## config.mk

```make
export PLATFORM = sky130hd
export DESIGN_NAME = dso_serial_out
export DESIGN_NICKNAME = d
export VERILOG_FILES = /design/src/dso_pkg.sv /design/src/dso_serial_out.sv
export VERILOG_INCLUDE_DIRS = /design/src
export SDC_FILE = /design/constraint.sdc
export NUM_CORES = 1
export LEC_CHECK = 0
export BUFFER_PORTS_ARGS = -buffer_cell sky130_fd_sc_hd__buf_4
export CORE_ASPECT_RATIO = 0.8
export CORE_MARGIN = 3
export CORE_UTILIZATION = 50
export CTS_BUF_LIST = sky130_fd_sc_hd__clkbuf_2
export DETAILED_ROUTE_END_ITERATION = 6
export PLACE_DENSITY = 0.65
export SLEW_MARGIN = 20
export SYNTH_ARGS = -nofsm -noshare
export SYNTH_HDL_FRONTEND = slang
export SYNTH_SLANG_ARGS = --single-unit
export TNS_END_PERCENT = 30
```

## constraint.sdc

```tcl
create_clock -name i_sys_clk -period 2.6 [get_ports i_sys_clk]
set_clock_uncertainty 0.2 [all_clocks]
set_input_delay 0.39 -clock i_sys_clk [delete_from_list [all_inputs] [get_ports i_sys_clk]]
set_output_delay 0.39 -clock i_sys_clk [all_outputs]
set_load 0.02 [all_outputs]
```

## src/dso_defs.svh

```systemverilog
// Offsets, field positions, reset values and timing counts for dso
`ifndef DSO_DEFS_SVH
`define DSO_DEFS_SVH
`define DSO_SAMPLE_W 12
`define DSO_BIT_DIV 2
`define DSO_SYS_CLK_MHZ 200
`define DSO_LOCK_NS 5000
`define DSO_LOCK_CYC ((`DSO_LOCK_NS * `DSO_SYS_CLK_MHZ + 999) / 1000)
`define DSO_CFG_W 8
`define DSO_CFG_LANE_BIT 0
`define DSO_CFG_ALIGN_BIT 1
`define DSO_CFG_PD_A_BIT 2
`define DSO_CFG_PD_B_BIT 3
`define DSO_CFG_RST 8'h01
`define DSO_SYN_W 9
`define DSO_SYN_SCLK 0
`define DSO_SYN_CS_N 1
`define DSO_SYN_SDI 2
`define DSO_SYN_PORT_EN 3
`define DSO_SYN_LANE 4
`define DSO_SYN_ALIGN 5
`define DSO_SYN_PD_A 6
`define DSO_SYN_PD_B 7
`define DSO_SYN_DLL_RST 8
`define DSO_SYN_RST 9'h002
`endif

```

## src/dso_pkg.sv

```systemverilog
// Types shared by the serial output interface
`include "dso_defs.svh"
package dso_pkg;
   typedef struct packed {
      logic [`DSO_SAMPLE_W-1:0] code;
      logic over_hi;
      logic over_lo;
   } dso_sample_s;

   typedef enum logic [0:0] {
      CP_IDLE = 1'b0,
      CP_SHIFT = 1'b1
   } dso_cp_state_e;

   typedef enum logic [1:0] {
      DLL_ACQ = 2'b00,
      DLL_LOCKED = 2'b01,
      DLL_LOST = 2'b10,
      DLL_HOLD = 2'b11
   } dso_dll_state_e;
endpackage : dso_pkg

```

## src/dso_serial_out.sv

```systemverilog
// Dual channel serial sample output, control port gating, overrange, lock
//
// Contract
// - Each channel serialised on primary lane, clocked
// - Single lane: every sample on primary lane
// - Dual lane: every second sample on primary
// - Dual lane: alternate samples on secondary lane
// - Single lane: secondary lane high impedance
// - Lanes enabled; power-down freezes last level
// - Port enable selects control port over pins
// - Chip select active: clock shifts data in/out
// - Chip select idle: ignore input, tri-state output
// - Control data shifts with host serial clock
// - Overrange flag high when sample out of range
// - Lock high when locked, low on loss
// - One bit per bit clock edge
// - Primary at frame rise; secondary at fall when alignment low, at rise when high
// - Lane select low dual, high single
// - Alignment low offsets half word, high aligns
`timescale 1ns/10ps
`include "dso_defs.svh"
module dso_serial_out #(
   parameter int BIT_DIV = `DSO_BIT_DIV,
   parameter int LOCK_CYC = `DSO_LOCK_CYC
) (
   // Clock and reset
   input wire logic i_sys_clk,
   input wire logic i_reset_n,
   // Converter core
   input wire dso_pkg::dso_sample_s i_chan_a_sample,
   input wire dso_pkg::dso_sample_s i_chan_b_sample,
   input wire logic i_sample_strobe,
   input wire logic i_clock_lost,
   // Direct configuration pins
   input wire logic i_lane_count_select,
   input wire logic i_word_alignment_select,
   input wire logic i_chan_a_power_down,
   input wire logic i_chan_b_power_down,
   input wire logic i_dll_reset,
   // Control port
   input wire logic i_ctrl_port_enable,
   input wire logic i_control_chip_select_n,
   input wire logic i_ctrl_sclk,
   input wire logic i_ctrl_sdi,
   output logic o_ctrl_sdo,
   output logic o_ctrl_sdo_oe_n,
   // Serial link
   output logic o_forwarded_bit_clock,
   output logic o_frame,
   output logic o_chan_a_primary_lane,
   output logic o_chan_b_primary_lane,
   output logic o_chan_a_secondary_lane,
   output logic o_chan_b_secondary_lane,
   output logic o_chan_a_secondary_lane_oe_n,
   output logic o_chan_b_secondary_lane_oe_n,
   // Status
   output logic o_chan_a_overrange,
   output logic o_chan_b_overrange,
   output logic o_dll_lock
);
   localparam int W = `DSO_SAMPLE_W;
   localparam int CW = `DSO_CFG_W;
   localparam int HALF = W / 2;

   // Pin synchronisers: a change counts once stages two and three agree
   logic [`DSO_SYN_W-1:0] syn_in, syn1, syn2, syn3, syn_q, next_syn_q;
   logic [`DSO_SYN_W-1:0] agree;
   assign syn_in = {i_dll_reset, i_chan_b_power_down, i_chan_a_power_down,
      i_word_alignment_select, i_lane_count_select, i_ctrl_port_enable,
      i_ctrl_sdi, i_control_chip_select_n, i_ctrl_sclk};
   always_comb begin
      agree = ~(syn2 ^ syn3);
      next_syn_q = (agree & syn3) | (~agree & syn_q);
   end
   always_ff @(posedge i_sys_clk or negedge i_reset_n) begin
      if (!i_reset_n) begin
         // Idle pattern in every stage: no false chip select after reset
         syn1 <= `DSO_SYN_RST;
         syn2 <= `DSO_SYN_RST;
         syn3 <= `DSO_SYN_RST;
         syn_q <= `DSO_SYN_RST;
      end else begin
         syn1 <= syn_in;
         syn2 <= syn1;
         syn3 <= syn2;
         syn_q <= next_syn_q;
      end
   end

   logic sclk_rise, sclk_fall, cs_act, port_en;
   assign sclk_rise = ~syn_q[`DSO_SYN_SCLK] & next_syn_q[`DSO_SYN_SCLK];
   assign sclk_fall = syn_q[`DSO_SYN_SCLK] & ~next_syn_q[`DSO_SYN_SCLK];
   assign cs_act = ~syn_q[`DSO_SYN_CS_N];
   assign port_en = syn_q[`DSO_SYN_PORT_EN];

   // Control port shifter
   dso_pkg::dso_cp_state_e cp, next_cp;
   logic [3:0] cp_cnt, next_cp_cnt;
   logic [CW-1:0] sh_in, next_sh_in, sh_out, next_sh_out;
   logic [CW-1:0] cfg, next_cfg;
   logic sdo, next_sdo, sdo_oe_n, next_sdo_oe_n;
   always_comb begin
      next_cp = cp;
      next_cp_cnt = cp_cnt;
      next_sh_in = sh_in;
      next_sh_out = sh_out;
      next_cfg = cfg;
      next_sdo = sdo;
      next_sdo_oe_n = sdo_oe_n;
      unique case (cp)
         dso_pkg::CP_IDLE: begin
            next_sdo_oe_n = 1'b1;
            if (cs_act && port_en) begin
               next_cp = dso_pkg::CP_SHIFT;
               next_cp_cnt = 4'h0;
               next_sh_out = {o_dll_lock, cfg[CW-2:0]};
               next_sdo = o_dll_lock;
               next_sdo_oe_n = 1'b0;
            end
         end
         dso_pkg::CP_SHIFT: begin
            if (!cs_act || !port_en) begin
               if (cp_cnt == 4'(CW)) begin
                  next_cfg = sh_in;
               end
               next_cp = dso_pkg::CP_IDLE;
               next_sdo_oe_n = 1'b1;
            end else begin
               if (sclk_rise && cp_cnt < 4'(CW)) begin
                  next_sh_in = {sh_in[CW-2:0], syn_q[`DSO_SYN_SDI]};
                  next_cp_cnt = cp_cnt + 4'h1;
               end
               if (sclk_fall) begin
                  next_sh_out = {sh_out[CW-2:0], 1'b0};
                  next_sdo = sh_out[CW-2];
               end
            end
         end
      endcase
   end
   always_ff @(posedge i_sys_clk or negedge i_reset_n) begin
      if (!i_reset_n) begin
         cp <= dso_pkg::CP_IDLE;
         cp_cnt <= 4'h0;
         sh_in <= 8'h00;
         sh_out <= 8'h00;
         cfg <= `DSO_CFG_RST;
         sdo <= 1'b0;
         sdo_oe_n <= 1'b1;
      end else begin
         cp <= next_cp;
         cp_cnt <= next_cp_cnt;
         sh_in <= next_sh_in;
         sh_out <= next_sh_out;
         cfg <= next_cfg;
         sdo <= next_sdo;
         sdo_oe_n <= next_sdo_oe_n;
      end
   end
   assign o_ctrl_sdo = sdo;
   assign o_ctrl_sdo_oe_n = sdo_oe_n;

   // Effective configuration: port register or direct pins
   logic single, aligned;
   logic [1:0] pd;
   always_comb begin
      if (port_en) begin
         single = cfg[`DSO_CFG_LANE_BIT];
         aligned = cfg[`DSO_CFG_ALIGN_BIT];
         pd = {cfg[`DSO_CFG_PD_B_BIT], cfg[`DSO_CFG_PD_A_BIT]};
      end else begin
         single = syn_q[`DSO_SYN_LANE];
         aligned = syn_q[`DSO_SYN_ALIGN] & ~single;
         pd = {syn_q[`DSO_SYN_PD_B], syn_q[`DSO_SYN_PD_A]};
      end
   end

   // Serializer
   logic [15:0] div_cnt, next_div_cnt;
   logic [4:0] bit_cnt, next_bit_cnt, nb;
   logic bclk, next_bclk, frame, next_frame, tick;
   logic [W-1:0] hold_prev [2], next_hold_prev [2];
   logic [W-1:0] hold_cur [2], next_hold_cur [2];
   logic [W-1:0] psh [2], next_psh [2], ssh [2], next_ssh [2];
   logic [W-1:0] word;
   logic [1:0] pri, next_pri, sec, next_sec, sec_oe_n, next_sec_oe_n;
   logic [1:0] ovr, next_ovr;
   dso_pkg::dso_sample_s smp [2];
   assign smp[0] = i_chan_a_sample;
   assign smp[1] = i_chan_b_sample;
   always_comb begin
      tick = (div_cnt == 16'(BIT_DIV - 1));
      next_div_cnt = tick ? 16'h0000 : div_cnt + 16'h0001;
      nb = (bit_cnt == 5'(W - 1)) ? 5'h00 : bit_cnt + 5'h01;
      next_bit_cnt = bit_cnt;
      next_bclk = bclk;
      next_frame = frame;
      word = '0;
      for (int c = 0; c < 2; c++) begin
         next_hold_prev[c] = hold_prev[c];
         next_hold_cur[c] = hold_cur[c];
         next_psh[c] = psh[c];
         next_ssh[c] = ssh[c];
         next_pri[c] = pri[c];
         next_sec[c] = sec[c];
         next_ovr[c] = ovr[c];
         next_sec_oe_n[c] = single;
         if (i_sample_strobe) begin
            next_hold_prev[c] = hold_cur[c];
            next_hold_cur[c] = smp[c].code;
            next_ovr[c] = smp[c].over_hi | smp[c].over_lo;
         end
         if (tick && !pd[c]) begin
            if (nb == 5'h00) begin
               word = single ? hold_cur[c] : hold_prev[c];
               next_pri[c] = word[W-1];
               next_psh[c] = {word[W-2:0], 1'b0};
            end else begin
               next_pri[c] = psh[c][W-1];
               next_psh[c] = {psh[c][W-2:0], 1'b0};
            end
            if (!single) begin
               if (nb == (aligned ? 5'h00 : 5'(HALF))) begin
                  next_sec[c] = hold_cur[c][W-1];
                  next_ssh[c] = {hold_cur[c][W-2:0], 1'b0};
               end else begin
                  next_sec[c] = ssh[c][W-1];
                  next_ssh[c] = {ssh[c][W-2:0], 1'b0};
               end
            end
         end
      end
      if (&pd) begin
         next_div_cnt = 16'h0000;
         next_bit_cnt = 5'(W - 1);
         next_bclk = 1'b0;
         next_frame = 1'b0;
      end else if (tick) begin
         next_bit_cnt = nb;
         next_bclk = ~bclk;
         next_frame = (nb < 5'(HALF));
      end
   end
   always_ff @(posedge i_sys_clk or negedge i_reset_n) begin
      if (!i_reset_n) begin
         div_cnt <= 16'h0000;
         bit_cnt <= 5'(W - 1);
         bclk <= 1'b0;
         frame <= 1'b0;
         pri <= 2'h0;
         sec <= 2'h0;
         sec_oe_n <= 2'h3;
         ovr <= 2'h0;
         for (int c = 0; c < 2; c++) begin
            hold_prev[c] <= '0;
            hold_cur[c] <= '0;
            psh[c] <= '0;
            ssh[c] <= '0;
         end
      end else begin
         div_cnt <= next_div_cnt;
         bit_cnt <= next_bit_cnt;
         bclk <= next_bclk;
         frame <= next_frame;
         pri <= next_pri;
         sec <= next_sec;
         sec_oe_n <= next_sec_oe_n;
         ovr <= next_ovr;
         for (int c = 0; c < 2; c++) begin
            hold_prev[c] <= next_hold_prev[c];
            hold_cur[c] <= next_hold_cur[c];
            psh[c] <= next_psh[c];
            ssh[c] <= next_ssh[c];
         end
      end
   end
   assign o_forwarded_bit_clock = bclk;
   assign o_frame = frame;
   assign o_chan_a_primary_lane = pri[0];
   assign o_chan_b_primary_lane = pri[1];
   assign o_chan_a_secondary_lane = sec[0];
   assign o_chan_b_secondary_lane = sec[1];
   assign o_chan_a_secondary_lane_oe_n = sec_oe_n[0];
   assign o_chan_b_secondary_lane_oe_n = sec_oe_n[1];
   assign o_chan_a_overrange = ovr[0];
   assign o_chan_b_overrange = ovr[1];

   // Delay-locked loop lock tracking
   dso_pkg::dso_dll_state_e dll, next_dll;
   logic [15:0] lock_cnt, next_lock_cnt;
   logic lock, next_lock;
   always_comb begin
      next_dll = dll;
      next_lock_cnt = lock_cnt;
      if (syn_q[`DSO_SYN_DLL_RST]) begin
         next_dll = dso_pkg::DLL_HOLD;
      end else begin
         unique case (dll)
            dso_pkg::DLL_HOLD: begin
               next_dll = dso_pkg::DLL_ACQ;
               next_lock_cnt = 16'h0000;
            end
            dso_pkg::DLL_ACQ: begin
               if (i_clock_lost) begin
                  next_lock_cnt = 16'h0000;
               end else if (lock_cnt == 16'(LOCK_CYC - 1)) begin
                  next_dll = dso_pkg::DLL_LOCKED;
               end else begin
                  next_lock_cnt = lock_cnt + 16'h0001;
               end
            end
            dso_pkg::DLL_LOCKED: begin
               if (i_clock_lost) begin
                  next_dll = dso_pkg::DLL_LOST;
               end
            end
            dso_pkg::DLL_LOST: begin
               next_dll = dso_pkg::DLL_LOST;
            end
         endcase
      end
      next_lock = (next_dll == dso_pkg::DLL_LOCKED);
   end
   always_ff @(posedge i_sys_clk or negedge i_reset_n) begin
      if (!i_reset_n) begin
         dll <= dso_pkg::DLL_ACQ;
         lock_cnt <= 16'h0000;
         lock <= 1'b0;
      end else begin
         dll <= next_dll;
         lock_cnt <= next_lock_cnt;
         lock <= next_lock;
      end
   end
   assign o_dll_lock = lock;
endmodule : dso_serial_out

```

==> out/summary.md, run 1 <==
- kind of critical path: reg2reg
- clock insertion delay at the later pin of the skew report: 0.76 ns
- Crit. End Element: flop
- cell count after synthesis: 797
- share of final-layout standard cells stronger than drive strength 1: 0.2762
- design area: 0.01082 mm2
- combinational family with the most area after synthesis: multiplexers
- Compound-Gate Fraction of Synth Area: 0.1131
- Final Hold Violating Endpoints: 0
- DR DRC count: 0
- Setup Fix Bufs, Post-CTS: 0
- post-place instance area: 0.009898 mm2
- maximum number of pins on one net before global-route repair: 70
- area of the core region: 0.01765 mm2
- number of library cell types mapped by synthesis: 61
- number of violations of the max-capacitance limit: 0
- detailed placement HPWL: 11900 um
- IO Count: 54
- clock tree buffer depth: 3
- # rows: 43
- overall global routing resource usage: 0.1911
- sink count of the clock tree: 205
- fin crit share: 0.9414
- async set-reset flop share out of synthesis: 1.000
- largest vdd supply drop: 536.1 uV
- mean number of vias per cell: 5.464
- average detailed-routed wire length per instance: 15.55 um
- count of flip-flops with a built-in enable after synthesis: 0
- Die X-Extent: 157.5 um
- Req. time, crit path: 3.03 ns
- TritonCTS clock tree: done
- first-pass detailed-route iteration total: 5
- simple-gate share of the synthesized area: 0.1178
- fin crit period: 2.448 ns
- internal reg-to-reg setup slack: 0.15 ns
- Sequential Area: 0.005142 mm2
- synthesized netlist net count: 849
- maximum clock rate: 408.6 MHz
- clk root buf: clkbuf_2
- RePlAce Congestion: 0.9278
- Die Y: 127.2 um
- Slew headroom: 0.5501
- footprint of the multi-input gates: 0.003824 mm2
- aggregate routed wire length: 18480 um
- vias in the first global route: 6585
- final antenna-violating net count: 0
- Clock H-tree levels: 2
- post-synthesis share of cell area spent on full adders, half adders and majority gates: 0.02482
- leakage power: 4.742 nW
- total die area: 0.02002 mm2
- clock buffers created by TritonCTS: 50
- Top FF cell, synth: dfrtp_1
- number of DRC markers in iteration 0: 386
- number of fillers in the final layout: 1454
- Syn. warnings: 0
- overflow left after global routing: 0
- run status: completed
- critical path data arrival time: 2.87 ns
- slew at the pin with the worst max-slew slack: 0.6748 ns
- multiplexer share of the synthesized area: 0.1405
- path type of the worst min-delay path: in2reg
- flops & latches, synth: 205
- wire length of the first global-routing pass: 31580 um
- setup repair after global routing missed its margin: no
- Synth Cell Area: 0.009175 mm2
- total number of vias: 6491
- critical-path maximum fanout: 20
- area share of xor/xnor cells in the synthesized design: 0.01336
- final net count: 982
- number of antenna diodes: 0
- Area growth syn-to-layout: 17.96%
- number of setup violations in the final report: 0
- number of slew-limit violations in the final report: 0
- register clock-pin slew on the reported worst setup and hold paths: 0.12 ns
- initial antenna violation count: 0
- sequential share of the synthesized area: 0.5605
- CP startpoint kind: flop
- starting density of the core: 0.5199
- average cell area after synthesis: 11.51 um2
- fin util: 0.6133
- count of input and output buffers: 53
- areal power density over the cells: 851.1 mW/mm2
[state kept, by name (all words and copies together) (netlist names), 5 cells and up, named ones only]
register   count
sh_out         7
bit_cnt        5
syn1           9
lock_cnt      16
cfg            7
hold_cur      24
sh_in          7
hold_prev     24
ssh           22
psh           22
syn3           9
div_cnt       16
syn2           9
[layout by cell type, fill, tap and decap left out, types with 11 or more instances in the layout]
cell and n:
buf_4 73, dfrtp_1 195, nand3_1 18, o211ai_1 20, nand2_1 102, dlygate4sd3_1 46, o21ai_0 21, o21ai_1 26
nor2_1 47, xor2_1 11, o311ai_0 16, inv_1 15, a21oi_1 24, mux2i_1 31, clkbuf_2 77, mux2_2 86
[path summary, 6_finish.rpt]
path / startpoint / to / cells after the start
worst max-delay path: bit_cnt[0]$_DFFE_PN1P_ / ssh[8]$_DFFE_PN0P_ / 6
worst min-delay path: i_lane_count_select / syn1[4]$_DFF_PN0_ / 2
worst max register to register: bit_cnt[0]$_DFFE_PN1P_ / ssh[8]$_DFFE_PN0P_ / 6
worst min register to register: syn2[1]$_DFF_PN1_ / syn3[1]$_DFF_PN1_ / 0
max in group asynchronous: i_reset_n / div_cnt[14]$_DFF_PN0_ / 4
min in group asynchronous: i_reset_n / o_dll_lock$_DFF_PN0_ / 3
[cell usage after synthesis (3+ instances only)]
library cell | count | share of area
dfrtp_1 | 195 | 0.53
nand2_1 | 102 | 0.042
mux2_2 | 86 | 0.11
nor2_1 | 47 | 0.019
mux2i_1 | 32 | 0.035
o21ai_1 | 26 | 0.014
a21oi_1 | 24 | 0.013
clkbuf_1 | 24 | 0.0098
o21ai_0 | 21 | 0.011
o211ai_1 | 20 | 0.016
o311ai_0 | 20 | 0.019
nand3_1 | 18 | 0.0098
inv_1 | 15 | 0.0061
ha_1 | 11 | 0.015
xor2_1 | 11 | 0.011
buf_2 | 10 | 0.0055
dfstp_2 | 10 | 0.029
o31ai_1 | 10 | 0.0082
maj3_1 | 9 | 0.0098
a31oi_1 | 8 | 0.0055
nand4_1 | 8 | 0.0055
nand2b_1 | 7 | 0.0048
nor2b_1 | 7 | 0.0048
and2_1 | 6 | 0.0041
nor4_1 | 6 | 0.0041
and3_1 | 5 | 0.0034
and4_1 | 5 | 0.0048
buf_4 | 4 | 0.0033
buf_6 | 4 | 0.0049
nor3_1 | 4 | 0.0022
nor3b_1 | 4 | 0.0033
or3_1 | 4 | 0.0027
o41ai_1 | 3 | 0.0029
xnor2_1 | 3 | 0.0029
[cells by family after synthesis]
kind of cell | after synthesis
simple gates | 230
flops | 205
compound gates | 152
mux | 118
buf+inv | 58
fa+ha+maj | 20
xor+xnor | 14
[routing by layer]
| metal | GRT usage | up-vias | share of wire |
|---|---|---|---|
| met3 | 0.03962 | 26 | 0.040 |
| met4 | 0.05714 | 0 | 0.015 |
| met2 | 0.2881 | 141 | 0.45 |
| met1 | 0.2816 | 3156 | 0.50 |
| met5 | 0 | - | 0 |
| li1 | - | 3168 | - |
[cell type report]
class                   instances  area share
repair buffers                124      0.1018
clock buffers                  77     0.03561
clock inverters                 8    0.002890
inverters                      15    0.005202
well taps                     225     0.02601
multi-input cells             534      0.3533
flip-flops and latches        205      0.4751
[critical path: stages, from the launching register on]
cell and delay, ns:
dfstp_2 0.63, ha_4 0.20, nand2b_1 0.18, o221ai_1 0.17, a2bb2oi_1 0.19, or3_4 0.52, o211ai_1 0.23
[metrics by stage]
stage	power, mW	cells	worst slack [ns]	hold WS (ns)	TNS, ns
after floorplan	6.326	797	0.2516	-0.1056	0
after global placement	7.006	1057	0.1335	0.1322	0
after detailed placement	7.139	1057	-0.04895	0.1425	-0.3767
after CTS	9.240	1187	0.06439	0.003543	0
after global routing	9.907	1188	0.06210	0.005234	0
final	9.211	1188	0.1523	0.09069	0
[power breakdown]
group / internal, mW / leakage [nW] / switching, mW / total [mW]
combinational: 1.26 / 1.84 / 1.72 / 2.98
clock: 0.770 / 0.337 / 1.22 / 1.99
sequential: 3.80 / 2.57 / 0.443 / 4.25
total: 5.83 / 4.74 / 3.38 / 9.21
[what timing repair did]
item,4_1_cts,5_1_grt
hold endpoints to repair,257,1
gates resized for setup,2,9
pin swaps,0,2
hold buffers,45,1
endpoints found under the setup margin,17,22
Note: power is estimated with default switching activity, not from simulation.
==> run 2, diff against run 1 <==
==> constraint.sdc (replaced) <==
create_clock -name i_sys_clk -period 2.85 [get_ports i_sys_clk]
set_clock_uncertainty 0.2 [all_clocks]
set_input_delay 0.4275 -clock i_sys_clk [delete_from_list [all_inputs] [get_ports i_sys_clk]]
set_output_delay 0.4275 -clock i_sys_clk [all_outputs]
set_load 0.02 [all_outputs]
==> out/summary.md, run 2 (synthesized netlist as in run 1, its figures left out) <==
- run status: completed
- number of DRC markers in iteration 0: 352
- initial antenna violation count: 1
- final antenna-violating net count: 0
- switching part of the total power: 0.3674
- # rows: 43
- largest registers: hold_cur x24, hold_prev x24
- fin crit period: 2.570 ns
- number of slew-limit violations in the final report: 0
- Gate power share: 0.315
- Setup Fix Bufs, Post-CTS: 0
- CP startpoint kind: flop
- internal power contribution: 5.377 mW
- TritonCTS clock tree: done
- Die Y: 127.2 um
- starting density of the core: 0.5199
- critical path data arrival time: 3.02 ns
- Req. time, crit path: 3.30 ns
- largest vdd supply drop: 446.2 uV
- overall global routing resource usage: 0.1944
- Slew headroom: 0.5484
- DR DRC count: 0
- slowest stage delay, CP: 0.60 ns
- setup repair after global routing missed its margin: no
- IO Count: 54
- count of input and output buffers: 53
- fin util: 0.6149
- detailed placement HPWL: 12040 um
- total number of vias: 6567
- mean number of vias per cell: 5.468
- leakage power: 4.752 nW
- areal power density over the cells: 783.3 mW/mm2
- register clock-pin slew on the reported worst setup and hold paths: 0.11 ns
- commonest cells after routing, fill and taps aside: dfrtp_1 (195), nand2_1 (102), mux2_2 (86)
- Die X-Extent: 157.5 um
- clock buffers created by TritonCTS: 51
- origin of the worst setup path: bit_cnt[0]$_DFFE_PN1P_
- kind of critical path: reg2reg
- cell at the slowest stage of the critical path: dfstp_2
- clock network power share: 0.231
- first-pass detailed-route iteration total: 4
- total die area: 0.02002 mm2
- startpoint of the most critical hold path: i_sample_strobe
- number of violations of the max-capacitance limit: 0
- post-route setup TNS: 0 ns
- number of setup violations in the final report: 0
- clock tree buffer depth: 3
- clock insertion delay at the later pin of the skew report: 0.81 ns
- critical-path maximum fanout: 22
- aggregate routed wire length: 18770 um
- average detailed-routed wire length per instance: 15.63 um
- slew at the pin with the worst max-slew slack: 0.6774 ns
- Clock H-tree levels: 2
- RePlAce Congestion: 0.8717
- Crit. End Element: flop
- Switching Power: 3.123 mW
- worst path cell trace: ha_1 > nand2b_1 > o21ai_2 > a2bb2oi_1 > buf_4 > o311ai_0 > o211ai_1
- maximum clock rate: 389.1 MHz
- vias in the first global route: 6752
- area of the core region: 0.01765 mm2
- share of final-layout standard cells stronger than drive strength 1: 0.2659
- overflow left after global routing: 0
- path type of the worst min-delay path: in2reg
- sink count of the clock tree: 205
- Area growth syn-to-layout: 18.27%
- Final Hold Violating Endpoints: 0
- fin crit share: 0.9017
- sequential power share: 0.454
- final net count: 983
- most common cell after layout, fill and taps aside: dfrtp_1
- clk root buf: clkbuf_2
- critical register-to-register path startpoint: bit_cnt[0]$_DFFE_PN1P_
- number of fillers in the final layout: 1457
- maximum number of pins on one net before global-route repair: 53
- wire length of the first global-routing pass: 32150 um
==> run 2: cell types whose count changed in the layout (fill, tap and decap cells not counted), moves of 3 or more <==
cell	change
buf_4	-3
clkinv_1	+13
clkbuf_2	-4
dlygate4sd3_1	+3
==> run 2: path summary, 6_finish.rpt <==
| kind | to | cells past startpoint | slack (ns) |
|---|---|---|---|
| setup / recovery | ssh[15]$_DFFE_PN0P_ | 7 | 0.28 |
| hold / removal | ovr[1]$_DFFE_PN0P_ | 2 | 0.1 |
| setup reg to reg | ssh[15]$_DFFE_PN0P_ | 7 | 0.28 |
| hold reg to reg | syn2[7]$_DFF_PN0_ | 0 | 0.16 |
| max in group asynchronous | sec_oe_n[0]$_DFF_PN1_ | 4 | 1.33 |
| min in group asynchronous | o_ctrl_sdo$_DFFE_PN0P_ | 3 | 0.51 |
==> run 2: critical path: cells and delay by family, from the launching register on <==
kind | cells | cell delay [ns]
compound gates | 4 | 0.98
simple gates | 1 | 0.13
flops | 1 | 0.60
fa+ha+maj | 1 | 0.31
buf+inv | 1 | 0.23
==> run 2: cell type report <==
class | count | area [um2] | area share
antenna | 2 | 5.005 | 0.0004612
clock buffer | 73 | 365.4 | 0.03367
clock inverter | 23 | 115.1 | 0.01061
inverter | 15 | 56.30 | 0.005188
multi-input combinational | 534 | 3776 | 0.3480
sequential | 205 | 5142 | 0.4739
tap | 225 | 281.5 | 0.02594
timing repair buffer | 124 | 1110 | 0.1023
==> run 2: power by group through the flow <==
| stage | combinational (mW) | sequential, mW | clock [mW] |
|---|---|---|---|
| global route | 3.00 | 3.93 | 2.23 |
| floorplan | 1.95 | 3.82 | 0 |
| detailed placement | 2.63 | 3.90 | 0 |
| CTS | 2.69 | 3.85 | 2.07 |
| global placement | 2.52 | 3.88 | 0 |
| finish | 2.68 | 3.86 | 1.97 |
==> run 2: timing repair <==
action | in CTS | in global routing
hold endpoints to repair | 247 | 0
setup endpoints to repair | 0 | 2
hold buffers | 50 | 0
gates resized for setup | 0 | 2
==> run 2: through the flow <==
| stage | instances | total power, mW | cell area (um2) | hold WS, ns | worst slack (ns) |
|---|---|---|---|---|---|
| final | 1201 | 8.500 | 10850 | 0.09923 | 0.2801 |
| after global routing | 1201 | 9.162 | 10850 | 0.03440 | 0.05302 |
| after CTS | 1199 | 8.609 | 10850 | 0.01003 | 0.2378 |
| after detailed placement | 1053 | 6.530 | 9856 | 0.1379 | 0.2584 |
| after global placement | 1053 | 6.396 | 9856 | 0.1324 | 0.3813 |
| after floorplan | 797 | 5.771 | 9175 | -0.06809 | 0.5016 |
==> run 2: routing by layer <==
metal,up-vias,track usage,part of all wire
met1,3225,0.2720,0.49
met2,118,0.3055,0.45
met3,35,0.03962,0.038
met4,0,0.06633,0.018
li1,3189,-,-
met5,-,0,0
